## config.mk

```make
export PLATFORM = sky130hd
export DESIGN_NAME = peak_wave_cfg
export DESIGN_NICKNAME = d
export VERILOG_FILES = /design/src/rtl/pkwv_pkg.sv /design/src/rtl/phase_samples_if.sv /design/src/rtl/sample_strobe_gen.sv /design/src/rtl/peak_tracker.sv /design/src/rtl/peak_wave_cfg.sv
export SDC_FILE = /design/constraint.sdc
export NUM_CORES = 1
export LEC_CHECK = 0
export BUFFER_PORTS_ARGS = -buffer_cell sky130_fd_sc_hd__buf_2
export CORE_MARGIN = 10
export CORE_UTILIZATION = 45
export DETAILED_ROUTE_END_ITERATION = 7
export GPL_TIMING_DRIVEN = 0
export PLACE_DENSITY_LB_ADDON = 0.2
export SKIP_LAST_GASP = 1
export SLEW_MARGIN = 20
export SYNTH_ARGS = -nofsm -noshare
export SYNTH_HDL_FRONTEND = slang
export SYNTH_SLANG_ARGS = --single-unit
```

## constraint.sdc

```tcl
create_clock -name pclk -period 12.5 [get_ports pclk]
set_clock_uncertainty 0.2 [all_clocks]
set_input_delay 2.5 -clock pclk [delete_from_list [all_inputs] [get_ports pclk]]
set_output_delay 2.5 -clock pclk [all_outputs]
set_load 0.02 [all_outputs]
```

## src/rtl/pkwv_pkg.sv

```systemverilog
package pkwv_pkg;
  // ************************************************************
  // widths
  // ************************************************************
  localparam int SAMPLE_W = 24;
  localparam int CNT_W = 16;
  localparam int ADDR_W = 12;
  localparam int STATUS_W = 4;
  // ************************************************************
  // register indices; byte address is four times the index
  // ************************************************************
  localparam logic [7:0] IDX_MEAS_MODE = 8'h14;
  localparam logic [7:0] IDX_WAVE_MODE = 8'h15;
  localparam logic [7:0] IDX_HALF_CYC = 8'h1C;
  localparam logic [7:0] IDX_VOLT_THR = 8'h1D;
  localparam logic [7:0] IDX_CURR_THR = 8'h1E;
  localparam logic [7:0] IDX_VOLT_PEAK = 8'h1F;
  localparam logic [7:0] IDX_CURR_PEAK = 8'h20;
  localparam logic [7:0] IDX_IRQ_STATUS = 8'h21;
  localparam logic [7:0] IDX_IRQ_MASK = 8'h22;
  localparam logic [7:0] IDX_WAVE_DATA = 8'h23;
  // ************************************************************
  // field positions
  // ************************************************************
  localparam int FREQ_LSB = 0;
  localparam int PEAK_SEL_LSB = 2;
  localparam int IRQ_SEL_LSB = 5;
  localparam int PHASE_LSB = 0;
  localparam int TYPE_LSB = 2;
  localparam int RATE_LSB = 5;
  localparam int APPARENT_BIT = 7;
  localparam int ST_VOLTAGE_PEAK_VALUE_OVER = 0;
  localparam int ST_CURRENT_PEAK_VALUE_OVER = 1;
  localparam int ST_WINDOW_DONE = 2;
  localparam int ST_WAVE_READY = 3;
  // ************************************************************
  // reset values and timing counts
  // ************************************************************
  localparam logic [7:0] MEAS_MODE_RST = 8'hFC;
  localparam logic [7:0] WAVE_MODE_RST = 8'h00;
  localparam logic [CNT_W-1:0] HALF_CYC_RST = 16'h0064;
  localparam logic [SAMPLE_W-1:0] THRESH_RST = 24'hFFFFFF;
  localparam int CLK_PRE_DIV = 3;
  localparam int RATE_BASE_DIV = 128;

  typedef enum logic [1:0] {PH_A = 2'b00, PH_B = 2'b01, PH_C = 2'b10, PH_RSVD = 2'b11} wave_phase_t;
  typedef enum logic [2:0] {
    WV_CURR = 3'b000, WV_VOLT = 3'b001, WV_ACTIVE = 3'b010, WV_REACTIVE = 3'b011,
    WV_APPARENT = 3'b100
  } wave_type_t;

  // magnitude of a signed sample; full negative scale still fits unsigned
  function automatic logic [SAMPLE_W-1:0] mag(input logic [SAMPLE_W-1:0] x);
    mag = x[SAMPLE_W-1] ? (~x + 24'h000001) : x;
  endfunction
endpackage

```

## src/rtl/phase_samples_if.sv

```systemverilog
`timescale 1ns/1ns
interface phase_samples_if;
  import pkwv_pkg::*;
  logic [2:0][SAMPLE_W-1:0] volt;
  logic [2:0][SAMPLE_W-1:0] curr;
  logic valid;
  logic half_tick;
  modport src(output volt, output curr, output valid, output half_tick);
  modport dst(input volt, input curr, input valid, input half_tick);
endinterface

```

## src/rtl/sample_strobe_gen.sv

```systemverilog
`timescale 1ns/1ns
module sample_strobe_gen import pkwv_pkg::*; (
  // clock and reset
  input wire logic pclk,
  input wire logic presetn,
  // rate code and strobe
  input wire logic [1:0] rate,
  output logic strobe
);
  logic [1:0] pre_reg, pre_next;
  logic [9:0] cnt_reg, cnt_next;
  logic [9:0] limit;

  // clock / 3, then / (128 << rate)
  always_comb begin
    limit = 10'((RATE_BASE_DIV << rate) - 1);
    pre_next = (pre_reg == 2'(CLK_PRE_DIV - 1)) ? 2'h0 : pre_reg + 2'h1;
    cnt_next = cnt_reg;
    strobe = 1'b0;
    if (pre_reg == 2'(CLK_PRE_DIV - 1)) begin
      // a lower rate code mid-count ends the current period early
      if (cnt_reg >= limit) begin
        cnt_next = 10'h000;
        strobe = 1'b1;
      end else begin
        cnt_next = cnt_reg + 10'h001;
      end
    end
  end

  always_ff @(posedge pclk or negedge presetn) begin
    if (!presetn) begin
      pre_reg <= 2'h0;
      cnt_reg <= 10'h000;
    end else begin
      pre_reg <= pre_next;
      cnt_reg <= cnt_next;
    end
  end
endmodule

```

## src/rtl/peak_tracker.sv

```systemverilog
`timescale 1ns/1ns
module peak_tracker import pkwv_pkg::*; (
  // clock and reset
  input wire logic pclk,
  input wire logic presetn,
  // samples and control
  phase_samples_if.dst s,
  input wire logic [2:0] enable,
  input wire logic [CNT_W-1:0] half_count,
  // held peaks
  output logic [SAMPLE_W-1:0] voltage_peak_value_reg,
  output logic [SAMPLE_W-1:0] current_peak_value_reg,
  output logic window_done
);
  logic [SAMPLE_W-1:0] vrun_reg, vrun_next, irun_reg, irun_next, voltage_peak_value_next, current_peak_value_next;
  logic [CNT_W-1:0] hcnt_reg, hcnt_next;
  logic [SAMPLE_W-1:0] vm, im;

  // running maxima; voltage and current pick their phase independently
  always_comb begin
    vrun_next = vrun_reg;
    irun_next = irun_reg;
    voltage_peak_value_next = voltage_peak_value_reg;
    current_peak_value_next = current_peak_value_reg;
    hcnt_next = hcnt_reg;
    window_done = 1'b0;
    if (s.valid) begin
      for (int p = 0; p < 3; p++) begin
        vm = mag(s.volt[p]);
        im = mag(s.curr[p]);
        if (enable[p] && vm > vrun_next) vrun_next = vm;
        if (enable[p] && im > irun_next) irun_next = im;
      end
    end else begin
      vm = '0;
      im = '0;
    end
    if (s.half_tick) begin
      // a zero count behaves as a one-half-cycle window
      if (hcnt_reg + 16'h0001 >= half_count) begin
        window_done = 1'b1;
        hcnt_next = '0;
        voltage_peak_value_next = vrun_next;
        current_peak_value_next = irun_next;
        vrun_next = '0;
        irun_next = '0;
      end else begin
        hcnt_next = hcnt_reg + 16'h0001;
      end
    end
  end

  always_ff @(posedge pclk or negedge presetn) begin
    if (!presetn) begin
      vrun_reg <= '0;
      irun_reg <= '0;
      voltage_peak_value_reg <= '0;
      current_peak_value_reg <= '0;
      hcnt_reg <= '0;
    end else begin
      vrun_reg <= vrun_next;
      irun_reg <= irun_next;
      voltage_peak_value_reg <= voltage_peak_value_next;
      current_peak_value_reg <= current_peak_value_next;
      hcnt_reg <= hcnt_next;
    end
  end
endmodule

```

## src/rtl/peak_wave_cfg.sv

```systemverilog
`timescale 1ns/1ns
module peak_wave_cfg import pkwv_pkg::*; (
  // clock and reset
  input wire logic pclk,
  input wire logic presetn,
  // apb slave
  input wire logic [ADDR_W-1:0] paddr,
  input wire logic psel,
  input wire logic penable,
  input wire logic pwrite,
  input wire logic [31:0] pwdata,
  output logic [31:0] prdata,
  output logic pready,
  output logic pslverr,
  // per-phase samples, signed
  input wire logic [2:0][SAMPLE_W-1:0] volt_in,
  input wire logic [2:0][SAMPLE_W-1:0] curr_in,
  input wire logic [2:0][SAMPLE_W-1:0] active_in,
  input wire logic [2:0][SAMPLE_W-1:0] reactive_in,
  input wire logic [2:0][SAMPLE_W-1:0] apparent_in,
  input wire logic sample_valid,
  input wire logic half_cycle_tick,
  // pulse sources
  input wire logic reactive_pulse_in,
  input wire logic apparent_pulse_in,
  // outputs
  output logic [SAMPLE_W-1:0] wave_data,
  output logic wave_valid,
  output logic second_pulse_output,
  output logic [1:0] frequency_source_field,
  output logic irq
);
  // ************************************************************
  // address decode
  // ************************************************************
  function automatic logic hit(input logic [ADDR_W-1:0] a, input logic [7:0] idx);
    hit = (a == {2'h0, idx, 2'h0});
  endfunction

  function automatic logic mapped(input logic [ADDR_W-1:0] a);
    mapped = hit(a, IDX_MEAS_MODE) || hit(a, IDX_WAVE_MODE) || hit(a, IDX_HALF_CYC)
      || hit(a, IDX_VOLT_THR) || hit(a, IDX_CURR_THR) || hit(a, IDX_VOLT_PEAK)
      || hit(a, IDX_CURR_PEAK) || hit(a, IDX_IRQ_STATUS) || hit(a, IDX_IRQ_MASK)
      || hit(a, IDX_WAVE_DATA);
  endfunction

  // ************************************************************
  // declarations
  // ************************************************************
  logic [7:0] meas_mode_reg, meas_mode_next;
  logic [7:0] wave_mode_reg, wave_mode_next;
  logic [CNT_W-1:0] half_cyc_reg, half_cyc_next;
  logic [SAMPLE_W-1:0] vthr_reg, vthr_next, ithr_reg, ithr_next;
  logic [STATUS_W-1:0] status_reg, status_next, mask_reg, mask_next, status_set;
  logic [31:0] prdata_reg, prdata_next;
  logic pslverr_reg, pslverr_next;
  logic [SAMPLE_W-1:0] wave_reg, wave_next;
  logic wave_valid_reg, wave_valid_next;
  logic pulse_reg, pulse_next;
  logic wr_access, setup;
  logic [2:0] peak_sel, irq_sel;
  wave_phase_t phase;
  wave_type_t wtype;
  logic [1:0] rate;
  logic strobe, window_done;
  logic [SAMPLE_W-1:0] voltage_peak_value, current_peak_value;
  logic vover, iover;

  phase_samples_if ps ();

  // ************************************************************
  // field views
  // ************************************************************
  assign peak_sel = meas_mode_reg[PEAK_SEL_LSB +: 3];
  assign irq_sel = meas_mode_reg[IRQ_SEL_LSB +: 3];
  assign phase = wave_phase_t'(wave_mode_reg[PHASE_LSB +: 2]);
  assign wtype = wave_type_t'(wave_mode_reg[TYPE_LSB +: 3]);
  assign rate = wave_mode_reg[RATE_LSB +: 2];
  assign frequency_source_field = meas_mode_reg[FREQ_LSB +: 2];

  // sample bundle shared with the peak tracker
  assign ps.volt = volt_in;
  assign ps.curr = curr_in;
  assign ps.valid = sample_valid;
  assign ps.half_tick = half_cycle_tick;

  // ************************************************************
  // submodules
  // ************************************************************
  sample_strobe_gen u_strobe (
    .pclk(pclk),
    .presetn(presetn),
    .rate(rate),
    .strobe(strobe)
  );

  peak_tracker u_peak (
    .pclk(pclk),
    .presetn(presetn),
    .s(ps.dst),
    .enable(peak_sel),
    .half_count(half_cyc_reg),
    .voltage_peak_value_reg(voltage_peak_value),
    .current_peak_value_reg(current_peak_value),
    .window_done(window_done)
  );

  // ************************************************************
  // threshold monitor
  // ************************************************************
  // any selected phase may raise either flag
  always_comb begin
    vover = 1'b0;
    iover = 1'b0;
    for (int p = 0; p < 3; p++) begin
      if (sample_valid && irq_sel[p]) begin
        if (mag(volt_in[p]) > vthr_reg) vover = 1'b1;
        if (mag(curr_in[p]) > ithr_reg) iover = 1'b1;
      end
    end
    status_set = '0;
    status_set[ST_VOLTAGE_PEAK_VALUE_OVER] = vover;
    status_set[ST_CURRENT_PEAK_VALUE_OVER] = iover;
    status_set[ST_WINDOW_DONE] = window_done;
    status_set[ST_WAVE_READY] = strobe;
  end

  // ************************************************************
  // apb register file
  // ************************************************************
  // no wait states: pready is always high, read data captured at setup
  assign pready = 1'b1;
  assign wr_access = psel && penable && pwrite;
  assign setup = psel && !penable;

  always_comb begin
    meas_mode_next = meas_mode_reg;
    wave_mode_next = wave_mode_reg;
    half_cyc_next = half_cyc_reg;
    vthr_next = vthr_reg;
    ithr_next = ithr_reg;
    mask_next = mask_reg;
    // set wins over a simultaneous write-one clear
    status_next = status_reg | status_set;
    if (wr_access) begin
      if (hit(paddr, IDX_MEAS_MODE)) begin
        meas_mode_next = pwdata[7:0];
      end else if (hit(paddr, IDX_WAVE_MODE)) begin
        wave_mode_next = pwdata[7:0];
      end else if (hit(paddr, IDX_HALF_CYC)) begin
        half_cyc_next = pwdata[CNT_W-1:0];
      end else if (hit(paddr, IDX_VOLT_THR)) begin
        vthr_next = pwdata[SAMPLE_W-1:0];
      end else if (hit(paddr, IDX_CURR_THR)) begin
        ithr_next = pwdata[SAMPLE_W-1:0];
      end else if (hit(paddr, IDX_IRQ_STATUS)) begin
        status_next = (status_reg & ~pwdata[STATUS_W-1:0]) | status_set;
      end else if (hit(paddr, IDX_IRQ_MASK)) begin
        mask_next = pwdata[STATUS_W-1:0];
      end
    end
  end

  // read mux; unmapped addresses read zero and flag an error
  always_comb begin
    prdata_next = prdata_reg;
    pslverr_next = pslverr_reg;
    if (setup) begin
      pslverr_next = !mapped(paddr);
      prdata_next = 32'h00000000;
      if (hit(paddr, IDX_MEAS_MODE)) begin
        prdata_next[7:0] = meas_mode_reg;
      end else if (hit(paddr, IDX_WAVE_MODE)) begin
        prdata_next[7:0] = wave_mode_reg;
      end else if (hit(paddr, IDX_HALF_CYC)) begin
        prdata_next[CNT_W-1:0] = half_cyc_reg;
      end else if (hit(paddr, IDX_VOLT_THR)) begin
        prdata_next[SAMPLE_W-1:0] = vthr_reg;
      end else if (hit(paddr, IDX_CURR_THR)) begin
        prdata_next[SAMPLE_W-1:0] = ithr_reg;
      end else if (hit(paddr, IDX_VOLT_PEAK)) begin
        prdata_next[SAMPLE_W-1:0] = voltage_peak_value;
      end else if (hit(paddr, IDX_CURR_PEAK)) begin
        prdata_next[SAMPLE_W-1:0] = current_peak_value;
      end else if (hit(paddr, IDX_IRQ_STATUS)) begin
        prdata_next[STATUS_W-1:0] = status_reg;
      end else if (hit(paddr, IDX_IRQ_MASK)) begin
        prdata_next[STATUS_W-1:0] = mask_reg;
      end else if (hit(paddr, IDX_WAVE_DATA)) begin
        prdata_next[SAMPLE_W-1:0] = wave_reg;
      end
    end
  end

  // ************************************************************
  // waveform sampling and pulse select
  // ************************************************************
  // reserved phase or type codes leave the last sample in place
  always_comb begin
    wave_next = wave_reg;
    wave_valid_next = 1'b0;
    if (strobe && phase != PH_RSVD) begin
      wave_valid_next = 1'b1;
      case (wtype)
        WV_CURR: wave_next = curr_in[phase];
        WV_VOLT: wave_next = volt_in[phase];
        WV_ACTIVE: wave_next = active_in[phase];
        WV_REACTIVE: wave_next = reactive_in[phase];
        WV_APPARENT: wave_next = apparent_in[phase];
        default: wave_valid_next = 1'b0;
      endcase
    end
    pulse_next = wave_mode_reg[APPARENT_BIT] ? apparent_pulse_in : reactive_pulse_in;
  end

  always_ff @(posedge pclk or negedge presetn) begin
    if (!presetn) begin
      meas_mode_reg <= MEAS_MODE_RST;
      wave_mode_reg <= WAVE_MODE_RST;
      half_cyc_reg <= HALF_CYC_RST;
      vthr_reg <= THRESH_RST;
      ithr_reg <= THRESH_RST;
      status_reg <= '0;
      mask_reg <= '0;
      prdata_reg <= 32'h00000000;
      pslverr_reg <= 1'b0;
      wave_reg <= '0;
      wave_valid_reg <= 1'b0;
      pulse_reg <= 1'b0;
    end else begin
      meas_mode_reg <= meas_mode_next;
      wave_mode_reg <= wave_mode_next;
      half_cyc_reg <= half_cyc_next;
      vthr_reg <= vthr_next;
      ithr_reg <= ithr_next;
      status_reg <= status_next;
      mask_reg <= mask_next;
      prdata_reg <= prdata_next;
      pslverr_reg <= pslverr_next;
      wave_reg <= wave_next;
      wave_valid_reg <= wave_valid_next;
      pulse_reg <= pulse_next;
    end
  end

  assign prdata = prdata_reg;
  assign pslverr = pslverr_reg && psel && penable;
  assign wave_data = wave_reg;
  assign wave_valid = wave_valid_reg;
  assign second_pulse_output = pulse_reg;
  assign irq = |(status_reg & mask_reg);
endmodule

```

==> results.py <==
metrics = {
    "outcome": {
        "status": "complete, but fails checks",
        "violations": "DRC",
    },
    "critical_path": {
        "slowest_delay_ps": 650,
        "startpoint_type": "input pin",
        "cpMaxStageDelayCell": "or4_1",
        "worstPathArrival_ps": 12570,
        "worstSetupEndpointType": "register",
        "cp_max_fo": 10,
        "crit_type": "in -> reg",
        "required_ps": 12770,
    },
    "die": {
        "start_util": 0.4570,
        "die-area_um2": 70490,
        "io_pins": 476,
        "die_height_um": 265.5,
        "die_x_um": 265.5,
        "core-area_um2": 59350,
        "placementRows": 89,
    },
    "global_route": {
        "grt_overflow": 0,
        "grt_pass1_wl_um": 210000,
        "grt_util_met2": 0.5962,
        "gr-usage-met3": 0.1315,
        "grtUsageTotal": 0.4054,
        "gr-usage-met1": 0.5343,
        "grt-busiest-layer": "met2",
        "grt_max_degree": 96,
        "antenna_found_initial": 21,
        "grt_pass1_vias": 29128,
    },
    "finish": {
        "finalNetCount": 4589,
        "fillers": 5939,
        "synthToLayoutAreaGrowth_pct": 17.05,
        "stdcell_count": 4667,
        "drive_gt1_frac": 0.1923,
        "utilization": 0.5349,
        "multi_input_area_um2": 19080,
        "final_cell_area_um2": 31750,
        "seqCellArea_um2": 6653,
    },
    "timing": {
        "final_hold_viol_count": 0,
        "slew_headroom": 0.1333,
        "hold_ws_ps": 272.5,
        "rsz0062_at_grt": "yes",
        "min_period_ps": 12310,
        "max_freq_mhz": 81.25,
        "tightestPinTransition_ps": 1288,
        "fin_tns_setup_ps": 0,
        "drv_slew": 0,
        "setup_violations": 0,
        "setup_ws_ps": 192.2,
        "final.period_utilization": 0.9846,
    },
    "power": {
        "power_density_nw_per_um2": 85.05,
        "finalPower_mw": 2.700,
        "leakagePower_nw": 14.87,
        "ir_drop_uv": 98.83,
    },
    "route": {
        "drt_iter0_markers": 4124,
        "routedWlPerCell_um": 31.96,
        "postRouteAntennaNets": 0,
        "route.vias.total": 31014,
        "firstDrtPassIters": 8,
        "drc": 3,
        "vias_per_cell": 6.645,
        "wl_um": 149200,
    },
    "synthesis": {
        "synthCells": 3361,
        "ys_ff_latch": 263,
        "yosysSeqAreaShare": 0.2453,
        "yosysWarningCount": 0,
        "avgSynthCellArea_um2": 8.070,
        "synth-edff-count": 0,
        "ys_async_sr_fraction": 1.000,
        "syn_area_um2": 27120,
        "synth_flop_cell": "dfrtp_1",
        "yosys.cell_types.count": 77,
    },
    "cts": {
        "cts_sinks": 263,
        "clk_pin_slew_ps": 60,
        "ctsRootBufferMaster": "clkbuf_16",
        "cts_tree": "yes",
        "cts_buffers": 29,
        "cts_max_path_buffers": 3,
        "cts_htree_levels": 1,
        "clock_latency_ps": 590,
        "hold_buffers": 0,
    },
    "hold_path": {
        "holdCritPathClass": "reg -> reg",
    },
    "place": {
        "gp_congestion": 1.072,
        "place_area_um2": 30490,
        "pre_cts_ws_ps": -2509,
        "hpwlAfterDp_um": 126500,
        "io_buffers": 454,
        "dp.cells": 4598,
    },
    "run": {
        "maxCapViolCount": 0,
    },
}
cells by family (layout without fill, tap and decap cells):
kind of cell,count (synthesis),after routing,share of synthesized area
mux,169,169,0.07003
flops,263,263,0.2453
other cells,2,19,0.0002769
buf+inv,397,913,0.05720
fa+ha+maj,315,315,0.1453
compound gates,1134,1134,0.2753
simple gates,936,936,0.1598
xor+xnor,145,145,0.04682
worst max-delay path, delay by kind of cell:
family          cells  cell delay [ps]
simple gates       13             4220
compound gates     10             2420
buf+inv             8             1760
fa+ha+maj           3             1090
xor+xnor            1              360
mux                 1              210
power breakdown:
part / leakage, nW / total, mW / switching, mW / internal [mW]
Combinational: 11.3 / 0.846 / 0.548 / 0.297
Sequential: 3.10 / 0.925 / 0.0378 / 0.887
Clock: 0.479 / 0.930 / 0.392 / 0.538
Total: 14.9 / 2.70 / 0.978 / 1.72
synthesized netlist by cell type (all sizes together) (64+ instances only):
cell / count / area [um^2]
a21oi: 224 / 1125
nand2: 343 / 1287
o31ai: 64 / 480.5
nand3: 64 / 320.3
nand4: 69 / 431.7
xnor2: 103 / 902.1
ha: 315 / 3941
clkbuf: 175 / 656.9
nor2: 237 / 889.6
o21ai: 333 / 1667
mux2i: 84 / 840.8
dfrtp: 206 / 5155
a21o: 89 / 668.1
mux2: 76 / 855.8
inv: 190 / 713.2
what timing repair did:
item | in CTS | in global routing
setup endpoints to repair | 96 | 94
resized for setup | 29 | 29
pin swaps | 0 | 5
hold endpoints to repair | 0 | 0
setup buffers | 0 | 9
area by class of cell:
cell class / count / area share
antenna: 10 / 0.0007882
tap: 773 / 0.03047
timing repair buffer: 466 / 0.07662
inverter: 190 / 0.02246
clock inverter: 17 / 0.007094
clock buffer: 37 / 0.02507
sequential: 263 / 0.2096
multi-input combinational: 2708 / 0.6010
buffer: 203 / 0.02700
path summary, 6_finish.rpt:
check                                              start                            end  slack (ps)  cells after the start
max reg2reg                u_peak.irun_reg[15]$_DFF_PN0_  u_peak.irun_reg[14]$_DFF_PN0_        3430                     29
max in group asynchronous                        presetn       vthr_reg[16]$_DFFE_PN1P_        9130                      4
min in group asynchronous                        presetn         prdata[19]$_DFFE_PN0P_        1690                      2
min reg2reg                       prdata[13]$_DFFE_PN0P_         prdata[13]$_DFFE_PN0P_         270                      2
max                                          volt_in[15]  u_peak.vrun_reg[13]$_DFF_PN0_         190                     36
min                               prdata[13]$_DFFE_PN0P_         prdata[13]$_DFFE_PN0P_         270                      2
layer usage:
metal,share of wire,vias to the layer above,routed length [um]
met2,0.41,2154,61730
li1,-,13501,-
met1,0.40,14926,59260
met3,0.13,409,20100
met5,0.0010,-,150
met4,0.053,24,7920
layout by cell type (no fill, tap or decap), drive strengths merged, types with 24 or more instances in the layout:
cell type,synthesis,routed
buf,32,501
nand2,343,343
o21ai,333,333
ha,315,315
nor2,237,237
a21oi,224,224
dfrtp,206,206
clkbuf,175,205
inv,190,192
xnor2,103,103
a21o,89,89
mux2i,84,84
mux2,76,76
nand4,69,69
nand3,64,64
o31ai,64,64
dfstp,57,57
o211ai,50,50
a211oi,47,47
a221oi,45,45
nor3,43,43
xor2,42,42
a31oi,39,39
a22oi,35,35
o21a,29,29
nand2b,28,28
or3,26,26
nor2b,26,26
nor4,26,26
a32oi,24,24
Note: power is estimated with default switching activity, not from simulation.
